## src/hdl/spc_pkg.sv

```systemverilog
// shared constants and types of the sample path control block
package spc_pkg;

  // -------------------------------------------------------------------------
  // register indices and byte addresses
  // -------------------------------------------------------------------------
  localparam logic [9:0] SPC_IDX_STEER_DELAY = 10'h09b;
  localparam logic [9:0] SPC_IDX_DITHER = 10'h09d;
  localparam logic [9:0] SPC_IDX_TIMESTAMP = 10'h160;
  localparam logic [9:0] SPC_IDX_LINK_ENABLE = 10'h200;
  localparam int SPC_ADDR_W = 12;
  localparam logic [11:0] SPC_ADDR_STEER_DELAY = {SPC_IDX_STEER_DELAY, 2'b00};
  localparam logic [11:0] SPC_ADDR_DITHER = {SPC_IDX_DITHER, 2'b00};
  localparam logic [11:0] SPC_ADDR_TIMESTAMP = {SPC_IDX_TIMESTAMP, 2'b00};
  localparam logic [11:0] SPC_ADDR_LINK_ENABLE = {SPC_IDX_LINK_ENABLE, 2'b00};

  // -------------------------------------------------------------------------
  // reset values and field positions
  // -------------------------------------------------------------------------
  localparam logic [7:0] SPC_RST_STEER_DELAY = 8'h07;
  localparam logic [7:0] SPC_RST_DITHER = 8'h00;
  localparam logic [7:0] SPC_RST_TIMESTAMP = 8'h00;
  localparam logic [7:0] SPC_RST_LINK_ENABLE = 8'h01;
  localparam int SPC_STEER_MSB = 4;
  localparam int SPC_DITHER_EN_BIT = 0;
  localparam int SPC_DITHER_AMP_BIT = 1;
  localparam int SPC_DITHER_ERR_BIT = 2;
  localparam int SPC_TS_EN_BIT = 0;
  localparam int SPC_LINK_EN_BIT = 0;

  // -------------------------------------------------------------------------
  // sample path sizes and timing
  // -------------------------------------------------------------------------
  localparam int SPC_CONV_W = 9;
  localparam int SPC_LINK_W = 16;
  localparam int SPC_STEER_DEPTH = 32;
  localparam int SPC_FIFO_DEPTH = 32;
  localparam int SPC_FIFO_CNT_W = 6;
  localparam logic [5:0] SPC_FIFO_ROOM = 6'h0004;
  localparam logic [7:0] SPC_ILA_CS_COUNT = 8'h00;

  typedef struct packed {
    logic [SPC_CONV_W-1:0] sample;
    logic [SPC_LINK_W-SPC_CONV_W-2:0] pad;
    logic stamp;
  } spc_link_word_type;

  typedef enum logic [2:0] {
    SPC_APB_IDLE = 3'b001,
    SPC_APB_WAIT = 3'b010,
    SPC_APB_DONE = 3'b100
  } spc_apb_state_type;

endpackage : spc_pkg

```

## src/hdl/spc_delay_line.sv

```systemverilog
// tapped delay line with a selectable tap
`timescale 1ns/1ps
module spc_delay_line #(
  parameter int WIDTH = 1,
  parameter int DEPTH = 32,
  parameter int SEL_W = 5
) (
  input wire logic mclk_i,
  input wire logic sys_rst_i,
  input wire logic [WIDTH-1:0] data_i,
  input wire logic [SEL_W-1:0] tap_i,
  output logic [WIDTH-1:0] data_o
);

  logic [WIDTH-1:0] taps [DEPTH];
  logic [WIDTH-1:0] tap_value;

  // tap 0 is the undelayed input
  assign tap_value = (tap_i == '0) ? data_i : taps[tap_i - SEL_W'(1)];
  assign data_o = tap_value;

  always_ff @(posedge mclk_i) begin
    if (sys_rst_i) begin
      for (int i = 0; i < DEPTH; i++) begin
        taps[i] <= '0;
      end
    end else begin
      taps[0] <= data_i;
      for (int i = 1; i < DEPTH; i++) begin
        taps[i] <= taps[i-1];
      end
    end
  end

endmodule : spc_delay_line

```

## src/hdl/spc_fifo.sv

```systemverilog
// synchronous fifo with valid and ready on both sides
`timescale 1ns/1ps
module spc_fifo #(
  parameter int WIDTH = 16,
  parameter int DEPTH = 32,
  parameter int CNT_W = 6
) (
  input wire logic mclk_i,
  input wire logic sys_rst_i,
  input wire logic flush_i,
  input wire logic [WIDTH-1:0] in_data_i,
  input wire logic in_valid_i,
  output logic in_ready_o,
  output logic [WIDTH-1:0] out_data_o,
  output logic out_valid_o,
  input wire logic out_ready_i,
  output logic [CNT_W-1:0] count_o
);

  localparam int PTR_W = CNT_W - 1;

  logic [WIDTH-1:0] mem [DEPTH];
  logic [PTR_W-1:0] wr_ptr;
  logic [PTR_W-1:0] rd_ptr;
  logic [CNT_W-1:0] count;
  logic [CNT_W-1:0] next_count;
  logic push;
  logic pop;

  assign push = in_valid_i && (count != CNT_W'(DEPTH));
  assign pop = out_ready_i && (count != '0);
  assign next_count = count + CNT_W'(push) - CNT_W'(pop);
  assign in_ready_o = (count != CNT_W'(DEPTH));
  assign out_valid_o = (count != '0);
  assign out_data_o = mem[rd_ptr];
  assign count_o = count;

  always_ff @(posedge mclk_i) begin
    if (push) begin
      mem[wr_ptr] <= in_data_i;
    end
  end

  always_ff @(posedge mclk_i) begin
    if (sys_rst_i || flush_i) begin
      wr_ptr <= '0;
      rd_ptr <= '0;
      count <= '0;
    end else begin
      wr_ptr <= wr_ptr + PTR_W'(push);
      rd_ptr <= rd_ptr + PTR_W'(pop);
      count <= next_count;
    end
  end

endmodule : spc_fifo

```

## src/hdl/spc_top.sv

```systemverilog
// sample path control registers, steering select and timestamp insertion
//
// Implementation choice: register access over APB.
`timescale 1ns/1ps
module spc_top
  import spc_pkg::*;
(
  input wire logic mclk_i,
  input wire logic sys_rst_i,
  // apb slave
  input wire logic psel,
  input wire logic penable,
  input wire logic pwrite,
  input wire logic [SPC_ADDR_W-1:0] paddr,
  input wire logic [31:0] pwdata,
  input wire logic [3:0] pstrb,
  output logic [31:0] prdata,
  output logic pready,
  output logic pslverr,
  // converter core streams
  input wire logic [SPC_CONV_W-1:0] core_a_sample_i,
  input wire logic [SPC_CONV_W-1:0] core_b_sample_i,
  input wire logic sample_valid_i,
  output logic sample_ready_o,
  input wire logic core_select_i,
  input wire logic swap_active_i,
  input wire logic timestamp_pin_i,
  // link side stream
  output logic [SPC_LINK_W-1:0] link_data_o,
  output logic link_valid_o,
  input wire logic link_ready_i,
  // core and link controls
  output logic dither_enable_o,
  output logic dither_amplitude_select_o,
  output logic dither_rounding_policy_o,
  output logic timestamp_insert_enable_o,
  output logic [7:0] ila_cs_count_o,
  output logic link_reset_o,
  output logic serializer_power_down_o,
  output logic link_clock_gate_o,
  output logic multiframe_counter_reset_o
);

  // -------------------------------------------------------------------------
  // registers
  // -------------------------------------------------------------------------
  logic [7:0] swap_steer_delay;
  logic [7:0] dither_control;
  logic [7:0] timestamp_bit_control;
  logic [7:0] serial_link_enable;
  spc_apb_state_type apb_state;
  spc_apb_state_type next_apb_state;

  function automatic logic [31:0] spc_read_mux(
    input logic [SPC_ADDR_W-1:0] addr,
    input logic [7:0] r0,
    input logic [7:0] r1,
    input logic [7:0] r2,
    input logic [7:0] r3
  );
    logic [31:0] value;
    value = 32'h0000_0000;
    case (addr)
      SPC_ADDR_STEER_DELAY: value = {24'h00_0000, r0};
      SPC_ADDR_DITHER: value = {24'h00_0000, r1};
      SPC_ADDR_TIMESTAMP: value = {24'h00_0000, r2};
      SPC_ADDR_LINK_ENABLE: value = {24'h00_0000, r3};
      default: value = 32'h0000_0000;
    endcase
    return value;
  endfunction : spc_read_mux

  function automatic logic spc_reg_hit(
    input logic [SPC_ADDR_W-1:0] addr,
    input logic [SPC_ADDR_W-1:0] target
  );
    return addr == target;
  endfunction : spc_reg_hit

  // -------------------------------------------------------------------------
  // apb decode
  // -------------------------------------------------------------------------
  logic access_phase;
  logic hit_steer;
  logic hit_dither;
  logic hit_stamp;
  logic hit_link;
  logic addr_mapped;
  logic wr_commit;
  logic wr_lane0;
  logic wr_steer;
  logic wr_dither;
  logic wr_stamp;
  logic wr_link;
  logic answer_now;
  logic read_now;
  logic [31:0] read_value;

  assign access_phase = psel && penable;
  assign hit_steer = spc_reg_hit(paddr, SPC_ADDR_STEER_DELAY);
  assign hit_dither = spc_reg_hit(paddr, SPC_ADDR_DITHER);
  assign hit_stamp = spc_reg_hit(paddr, SPC_ADDR_TIMESTAMP);
  assign hit_link = spc_reg_hit(paddr, SPC_ADDR_LINK_ENABLE);
  assign addr_mapped = hit_steer || hit_dither || hit_stamp || hit_link;
  assign wr_commit = access_phase && pready && pwrite && addr_mapped;
  assign wr_lane0 = wr_commit && pstrb[0];
  assign wr_steer = wr_lane0 && hit_steer;
  assign wr_dither = wr_lane0 && hit_dither;
  assign wr_stamp = wr_lane0 && hit_stamp;
  assign wr_link = wr_lane0 && hit_link;
  // answer only from idle, so a held access is answered once
  assign answer_now = (apb_state == SPC_APB_IDLE) && access_phase;
  assign read_now = answer_now && !pwrite;
  assign read_value = spc_read_mux(paddr, swap_steer_delay, dither_control,
                                   timestamp_bit_control, serial_link_enable);

  always_comb begin
    next_apb_state = apb_state;
    case (apb_state)
      SPC_APB_IDLE: begin
        if (access_phase) begin
          next_apb_state = SPC_APB_WAIT;
        end
      end
      SPC_APB_WAIT: next_apb_state = SPC_APB_IDLE;
      SPC_APB_DONE: next_apb_state = SPC_APB_IDLE;
      default: next_apb_state = SPC_APB_IDLE;
    endcase
  end

  always_ff @(posedge mclk_i) begin
    if (sys_rst_i) begin
      apb_state <= SPC_APB_IDLE;
    end else begin
      apb_state <= next_apb_state;
    end
  end

  // -------------------------------------------------------------------------
  // apb answer and register write
  // -------------------------------------------------------------------------

  // pready rises one cycle into the access phase and stays one cycle
  always_ff @(posedge mclk_i) begin
    if (sys_rst_i) begin
      pready <= 1'b0;
      pslverr <= 1'b0;
      prdata <= 32'h0000_0000;
    end else begin
      pready <= answer_now;
      pslverr <= answer_now && !addr_mapped;
      prdata <= read_now ? read_value : 32'h0000_0000;
    end
  end

  // reserved bits are stored and read back as written
  always_ff @(posedge mclk_i) begin
    if (sys_rst_i) begin
      swap_steer_delay <= SPC_RST_STEER_DELAY;
      dither_control <= SPC_RST_DITHER;
      timestamp_bit_control <= SPC_RST_TIMESTAMP;
      serial_link_enable <= SPC_RST_LINK_ENABLE;
    end else begin
      if (wr_steer) begin
        swap_steer_delay <= pwdata[7:0];
      end
      if (wr_dither) begin
        dither_control <= pwdata[7:0];
      end
      if (wr_stamp) begin
        timestamp_bit_control <= pwdata[7:0];
      end
      if (wr_link) begin
        serial_link_enable <= pwdata[7:0];
      end
    end
  end

  // -------------------------------------------------------------------------
  // core and link controls
  // -------------------------------------------------------------------------
  logic link_on;
  logic stamp_on;

  assign link_on = serial_link_enable[SPC_LINK_EN_BIT];
  assign stamp_on = timestamp_bit_control[SPC_TS_EN_BIT];

  always_ff @(posedge mclk_i) begin
    if (sys_rst_i) begin
      dither_enable_o <= 1'b0;
      dither_amplitude_select_o <= 1'b0;
      dither_rounding_policy_o <= 1'b0;
      timestamp_insert_enable_o <= 1'b0;
      ila_cs_count_o <= SPC_ILA_CS_COUNT;
      link_reset_o <= 1'b1;
      serializer_power_down_o <= 1'b1;
      link_clock_gate_o <= 1'b1;
      multiframe_counter_reset_o <= 1'b1;
    end else begin
      dither_enable_o <= dither_control[SPC_DITHER_EN_BIT];
      dither_amplitude_select_o <= dither_control[SPC_DITHER_AMP_BIT];
      dither_rounding_policy_o <= dither_control[SPC_DITHER_ERR_BIT];
      timestamp_insert_enable_o <= stamp_on;
      ila_cs_count_o <= SPC_ILA_CS_COUNT;
      link_reset_o <= !link_on;
      serializer_power_down_o <= !link_on;
      link_clock_gate_o <= !link_on;
      multiframe_counter_reset_o <= !link_on;
    end
  end

  // -------------------------------------------------------------------------
  // steering select
  // -------------------------------------------------------------------------
  logic delayed_select;
  logic steer_select;

  spc_delay_line #(
    .WIDTH(1),
    .DEPTH(SPC_STEER_DEPTH),
    .SEL_W(SPC_STEER_MSB + 1)
  ) u_steer_delay (
    .mclk_i(mclk_i),
    .sys_rst_i(sys_rst_i),
    .data_i(core_select_i),
    .tap_i(swap_steer_delay[SPC_STEER_MSB:0]),
    .data_o(delayed_select)
  );

  // delayed select only during a swap, raw select otherwise
  assign steer_select = swap_active_i ? delayed_select : core_select_i;

  // -------------------------------------------------------------------------
  // sample pipeline and timestamp alignment
  // -------------------------------------------------------------------------
  logic stamp_sync1;
  logic stamp_sync2;
  logic [SPC_CONV_W-1:0] stage1_sample;
  logic [SPC_CONV_W-1:0] stage2_sample;
  logic stage1_valid;
  logic stage2_valid;
  logic sample_take;
  spc_link_word_type link_word;
  logic fifo_in_ready;
  logic [SPC_FIFO_CNT_W-1:0] fifo_count;
  logic fifo_has_room;

  assign sample_take = sample_valid_i && sample_ready_o && link_on;
  assign fifo_has_room =
    fifo_count < (SPC_FIFO_CNT_W'(SPC_FIFO_DEPTH) - SPC_FIFO_ROOM);

  // pin timestamp passes two flops, samples two stages: equal latency
  always_ff @(posedge mclk_i) begin
    if (sys_rst_i) begin
      stamp_sync1 <= 1'b0;
      stamp_sync2 <= 1'b0;
    end else begin
      stamp_sync1 <= timestamp_pin_i;
      stamp_sync2 <= stamp_sync1;
    end
  end

  always_ff @(posedge mclk_i) begin
    if (sys_rst_i || !link_on) begin
      stage1_sample <= '0;
      stage1_valid <= 1'b0;
      stage2_sample <= '0;
      stage2_valid <= 1'b0;
    end else begin
      stage1_sample <= steer_select ? core_b_sample_i : core_a_sample_i;
      stage1_valid <= sample_take;
      stage2_sample <= stage1_sample;
      stage2_valid <= stage1_valid;
    end
  end

  // sample kept whole in the upper bits, stamp in bit zero
  always_comb begin
    link_word.sample = stage2_sample;
    link_word.pad = '0;
    link_word.stamp = stamp_on && stamp_sync2;
  end

  // input ready leaves room for the samples already in flight
  always_ff @(posedge mclk_i) begin
    if (sys_rst_i) begin
      sample_ready_o <= 1'b0;
    end else begin
      sample_ready_o <= link_on && fifo_has_room;
    end
  end

  // -------------------------------------------------------------------------
  // output fifo and registered link port
  // -------------------------------------------------------------------------
  logic [SPC_LINK_W-1:0] fifo_out_data;
  logic fifo_out_valid;
  logic fifo_pop;
  logic link_advance;

  assign link_advance = !link_valid_o || link_ready_i;
  assign fifo_pop = fifo_out_valid && link_advance;

  spc_fifo #(
    .WIDTH(SPC_LINK_W),
    .DEPTH(SPC_FIFO_DEPTH),
    .CNT_W(SPC_FIFO_CNT_W)
  ) u_fifo (
    .mclk_i(mclk_i),
    .sys_rst_i(sys_rst_i),
    .flush_i(!link_on),
    .in_data_i(link_word),
    .in_valid_i(stage2_valid && fifo_in_ready),
    .in_ready_o(fifo_in_ready),
    .out_data_o(fifo_out_data),
    .out_valid_o(fifo_out_valid),
    .out_ready_i(link_advance),
    .count_o(fifo_count)
  );

  always_ff @(posedge mclk_i) begin
    if (sys_rst_i || !link_on) begin
      link_valid_o <= 1'b0;
      link_data_o <= '0;
    end else if (link_advance) begin
      link_valid_o <= fifo_pop;
      link_data_o <= fifo_out_data;
    end
  end

endmodule : spc_top
```

## config.mk

```make
export PLATFORM = sky130hd
export DESIGN_NAME = spc_top
export DESIGN_NICKNAME = d
export VERILOG_FILES = /design/src/hdl/spc_pkg.sv /design/src/hdl/spc_delay_line.sv /design/src/hdl/spc_fifo.sv /design/src/hdl/spc_top.sv
export SDC_FILE = /design/constraint.sdc
export NUM_CORES = 1
export LEC_CHECK = 0
export ABC_AREA = 0
export BUFFER_PORTS_ARGS = -buffer_cell sky130_fd_sc_hd__buf_4
export CORE_ASPECT_RATIO = 1.5
export CORE_MARGIN = 2
export CORE_UTILIZATION = 40
export CTS_CLUSTER_DIAMETER = 150
export DETAILED_ROUTE_END_ITERATION = 10
export PLACE_DENSITY = 0.69
export SLEW_MARGIN = 10
export SYNTH_ARGS = -nofsm -noshare
export SYNTH_HDL_FRONTEND = slang
export SYNTH_SLANG_ARGS = --single-unit
export TNS_END_PERCENT = 20
```

## constraint.sdc

```tcl
create_clock -name mclk_i -period 2.3 [get_ports mclk_i]
set_clock_uncertainty 0.15 [all_clocks]
set_input_delay 0.23 -clock mclk_i [delete_from_list [all_inputs] [get_ports mclk_i]]
set_output_delay 0.23 -clock mclk_i [all_outputs]
set_load 0.01 [all_outputs]
```

# --- After elaboration in Yosys (flattened, before gate mapping) ---
# Memories as Yosys holds them, arrays and structs flattened. A register that Yosys moved wholly into a read port is not among the register bits.
# Cells that the tools add are included.
op_classes:
  add_sub_neg: 5
  multipliers: 0
  div: 0
  magnitude_cmp: 1
  eq_ne: 6
  n_shift: 0
  n_mux: 41
  bitwise: 34
  n_reduce_logical: 32
ops:
  columns: ["cell", "count"]
  rows:
  - ["$mux 1", 39]
  - ["$or 1x1->1", 32]
  - ["$pmux 8 s4", 1]
  - ["$eq 12x10->1 const B", 2]
  - ["$logic_and 1x1->1", 19]
  - ["$eq 12x11->1 const B", 1]
  - ["$eq 12x12->1 const B", 1]
  - ["$add 5x1->5", 2]
  - ["$mux 9", 1]
  - ["$add 6x1->6", 1]
  - ["$lt 6x5->1 const B", 1]
  - ["$ne 6x6->1 const B", 1]
  - ["$reduce_bool 6->1", 1]
  - ["$sub 6x1->6", 1]
  - ["$logic_not 5->1", 1]
  - ["$logic_or 1x1->1", 5]
  - ["$sub 5x1->5 const B", 1]
  - ["$logic_not 1->1", 4]
  - ["$reduce_or 2->1", 2]
  - ["$eq 2x1->1 const B", 1]
  - ["$not 1->1", 2]
totals:
  reg_bits: 129
  latch_bits: 0
  ramBits: 352
  rom_bits: 0
  inputBits: 76
  output_inout_bits: 68
  elab_cells: 146
  n_memories: 2
mem_list:
  columns: ["memory", "depth", "word_bits", "rd", "rd_clocked_by_memory_dff", "wr", "line", "rtl"]
  rows:
  - ["u_fifo.mem", 32, 10, 1, 1, 1, "spc_fifo.sv:22", "logic [WIDTH-1:0] mem [DEPTH];"]
  - ["u_steer_delay.taps", 32, 1, 32, 0, 32, "spc_delay_line.sv:15", "logic [WIDTH-1:0] taps [DEPTH];"]

# --- Longest topological paths before layout ---
logic_depth:
  depth_word: 7
  mapped_depth: 15
  depth_no_buf: 15

# --- Cells and area by module ---
# From an unflattened synthesis, not the netlist that was laid out.
unflattened:
  hier_cells: 1506
  area_unflattened_um2: 25539.5
by_module_without_submodules:
  columns: ["module", "n_inst", "cells_each", "area_per_inst_um2", "seq_area_each_um2"]
  rows:
  - ["spc_fifo", 1, 976, 20458.4, 15695.1]
  - ["spc_top", 1, 437, 3854.9, 1781.7]
  - ["spc_delay_line", 1, 93, 1226.2, 640.6]

# --- Worst setup path before layout ---
# OpenSTA, ideal clock, no wires.
synth_timing:
  kind: "register to register"
  start: "reg link_valid_o"
  end: "reg u_fifo.count[4] (netlist: u_fifo.count_o[4])"
  setup_time_ps: 127
  arrival_time_ps: 2200
  required_time_ps: 2023
  setup_slack_ps: -177
  path_stages_with_launch: 16
  path_buffers: 1
  synth_period_minus_slack_ps: 2477
  cell_sequence: "dfxtp_1 nand2b_1 clkbuf_1 inv_1 nor2_1 ha_1 inv_1 ha_1 inv_1 fa_1 inv_1 a21oi_1 nor2_1 nor2_1 xor2_1 nor2_1"
synth_between:
  elab_chain_len: 4
synth_rtl:
  columns: ["element", "line", "rtl"]
  rows:
  - ["start: declaration", "spc_top.sv:30", "output logic link_valid_o,"]
  - ["start signal: assignment", "spc_top.sv:326", "link_valid_o <= fifo_pop;"]
  - ["$logic_not 1->1", "spc_top.sv:301", "assign link_advance = !link_valid_o || link_ready_i;"]
  - ["$logic_or 1x1->1", "spc_top.sv:301", null]
  - ["$logic_and 1x1->1", null, null]
  - ["named net fifo_pop", "spc_top.sv:298", "logic fifo_pop;"]
  - ["$sub 6x1->6", "spc_fifo.sv:32", "assign next_count = count + CNT_W'(push) - CNT_W'(pop);"]
  - ["end signal: assignment", "spc_fifo.sv:52", "count <= next_count;"]
  - ["end: declaration", "spc_fifo.sv:25", "logic [CNT_W-1:0] count;"]
# The timed path passes the listed nets, and every way through them passes these cells.
# A chain may end at the register's enable or synchronous reset.

==> results.md <==
* Status: complete, but fails checks
* Failing checks: setup timing
* Mapped Cells at 1,012
* CP required at about 2.6 ns
* Logic gate share of total power at 0.239
* Switching portion of total power at 0.250
* Yosys reg bits at ~450
* I/O pin count at 144
* Avg Cell Area, Syn at 17.4 um2
* CTS tree: built
* Final period util at 1.03
* Vias per cell at 4.92
* Starting density of the core at 0.403
* Most common cell after layout, fill and taps aside: edfxtp_1
* Clock share of power at 0.322
* Post-synthesis mux area share at 0.163
* H-tree depth at 2
* Final hold violations at 0
* Core Util, Final at 0.492
* Fraction of registers with async set/reset at 0
* First-pass iteration count of the detailed router at 5
* CTS sink cnt at 451
* EDFF count, synth at between 300 and 400
* Largest family of logic cells by synthesized area: multiplexers
* DR vias at between 9,000 and 10,000
* Cell variety after synth at 53
* P_leak at roughly 7.2 nW
* Layout cells sized above 1 at 0.336
* Pin count of the biggest net entering global routing at 39
* # rows at 94
* Post-Synth XOR/XNOR Area at 0.00638
* Mapped Area at 0.0176 mm2
* Switching pwr at 5.14 mW
* Critical-path cell list: buf_12, buf_12, buf_16, mux4_2, mux4_2, mux2i_1, a211oi_1
* Die area at 0.0458 mm2
* Worst-Skew Late Latency at 0.54 ns
* Critical path type: flip-flop to flip-flop
* Remaining antenna violation count at 0
* Most frequent cells in the layout: edfxtp_1, buf_4, dfxtp_1
* Sequential share of the synthesized area at 0.693
* RD Place Congestion at 0.807
* Total grt overflow at 0
* Final setup vio count at 10
* Slowest Stage Delay on Critical Path at 0.52 ns
* Initial antenna violation count at 0
* RSZ-0062 raised after global routing: true
* Synth Flop Type: edfxtp_1
* Crit. Startpoint: u_fifo.rd_ptr[0]
* R2R Path Start: u_fifo.rd_ptr[0]
* Synth Area in Adders at 0.0125
* GRT Total Usage at 0.151
* Max-cap viol count at 0
* Synth top area share at 0.545
* Placement Setup Slack at -0.202 ns
* Buf+Inv Stages, Crit Path at 3
* Vias in the first global route at 9,529
* Pwr/cell area at between 900 and 1000 mW/mm2
* Pins Over Slew Limit at 0
* DRC at 0
* # diodes at 0
* CTS max path bufs at 3
* CP Max Fanout at 5
* First-pass GRT wire length at 53.1 mm
* Area Overhead vs Synth at 22.1%
* Root Driver: clkbuf_16
* Hold Startpoint: paddr[11]
* Worst-path clk slew at roughly 0.060 ns
* Type of the most critical hold path: input port to flip-flop
* Crit path max-delay cell type: mux4_2
* Core Box Area at about 0.044 mm2
* Slew HR at 0.212
* YS warnings at 0
* Min cycle time layout at 2.38 ns
* Worst-Margin Slew at about 1.2 ns
* Synth Area in Compound Gates at 0.0264
* F_max at 0.421 GHz
* Delay-heaviest family, CP: multiplexers
* Synth area leader: edfxtp_1
* Die W at between 150 and 200 um
* Final #Nets at 1,326
* DP HPWL at 23.3 mm
* Fillers at about 3,600
* Worst hold margin at 0.122 ns
* Arrival time at the worst endpoint at 2.65 ns
* DRT iter0 DRCs at 586
* VDD IR max at around 0.00047 V
* Setup WS post-layout at -0.0751 ns
* Simple-gate share of the synthesized area at 0.0647
* Port Buf Inserts at 78
* Crit path capture type: flip-flop
* Dominant cells by area after synthesis: edfxtp_1, dfxtp_1, mux4_2, mux2i_1, nor2_1
* Startpoint Class: flip-flop
* TritonCTS Buffers at 42
* Sequential fraction of design power at 0.439
* WL final at 34.6 mm
* Die H at about 260 um
* Internal Power at 15.4 mW
* Routed len/inst at 18.8 um
-- cell usage after synthesis, types with 18 or more instances --
library cell    n
buf_4          43
and2_1         18
dfxtp_1       131
clkbuf_1       19
nor2_1         90
nor2b_1        45
edfxtp_1      320
mux2i_1        43
mux4_2        108
-- worst reg2reg max path: stages, from the launching register on --
cell	delay [ns]
dfxtp_4	0.39
buf_12	0.14
buf_12	0.12
buf_16	0.12
mux4_2	0.50
mux4_2	0.52
mux2i_1	0.22
a211oi_1	0.10
-- power groups by stage --
stage	clock (mW)	combinational, mW	sequential [mW]
2_1_floorplan	0	2.77	9.15
3_3_place_gp	0	4.09	9.18
3_5_place_dp	0	4.15	9.19
4_1_cts	6.79	4.97	9.00
5_1_grt	7.06	5.25	9.02
6_report	6.62	4.91	9.00
-- sequential cells by signal (all words and copies together) (netlist names), 2 cells and up --
signal	cells
u_fifo.mem	320
u_steer_delay.taps	32
link_data_o	10
stage1_sample	9
stage2_sample	9
dither_control	8
prdata	8
serial_link_enable	8
swap_steer_delay	8
timestamp_bit_control	8
u_fifo.count_o	6
u_fifo.rd_ptr	5
u_fifo.wr_ptr	5
apb_state	2
-- cell families (layout without fill, tap and decap cells) --
logic type | Yosys count | in the layout
compound gates | 61 | 61
xor+xnor | 12 | 12
fa+ha+maj | 17 | 17
buf+inv | 103 | 317
flops | 451 | 451
mux | 152 | 152
other cells | 1 | 38
simple gates | 215 | 215
-- final cells by class --
type                            count  area (um2)  share of cell area
Inverter                           16        60.1             0.00279
Sequential cell                   451       12200               0.569
Clock inverter                     19         186             0.00866
Tap cell                          576         721              0.0335
Multi-Input combinational cell    495        5140               0.239
Timing Repair Buffer              227        2070              0.0963
Clock buffer                       55        1110              0.0515
-- final timing paths --
check | end | slack [ns] | depth (start not counted)
setup / recovery | link_data_o[14] | -0.08 | 7
setup reg to reg | link_data_o[14] | -0.08 | 7
hold / removal | pslverr | 0.12 | 5
hold reg to reg | stage2_sample[3] | 0.27 | 1
-- per-stage QoR --
stage	std cells	total power, mW	cell area (um2)	TNS (ns)
floorplan	1049	11.9	17800	-9.03
global placement	1712	13.3	19400	-1.89
detailed placement	1712	13.3	19400	-7.78
CTS	1839	20.8	21500	-0.687
global route	1839	21.3	21500	-1.63
finish	1839	20.5	21500	-0.390
-- metal layers --
layer	vias to the layer above	track usage	routed length [um]
li1	4244	-	-
met2	231	0.282	18700
met3	69	0.0261	1520
met1	4511	0.166	13000
met5	-	0	0
met4	0	0.0737	1450
-- what timing repair did --
action                                 4_1_cts  5_1_grt
hold buffers                                37        0
endpoints found under the hold margin       87        0
setup endpoints to repair                  183      342
pin swaps                                   19        6
gates resized for setup                     29       39
gates cloned                                 5        0
buffers inserted                            12        2
(Power assumes the default switching activity.)
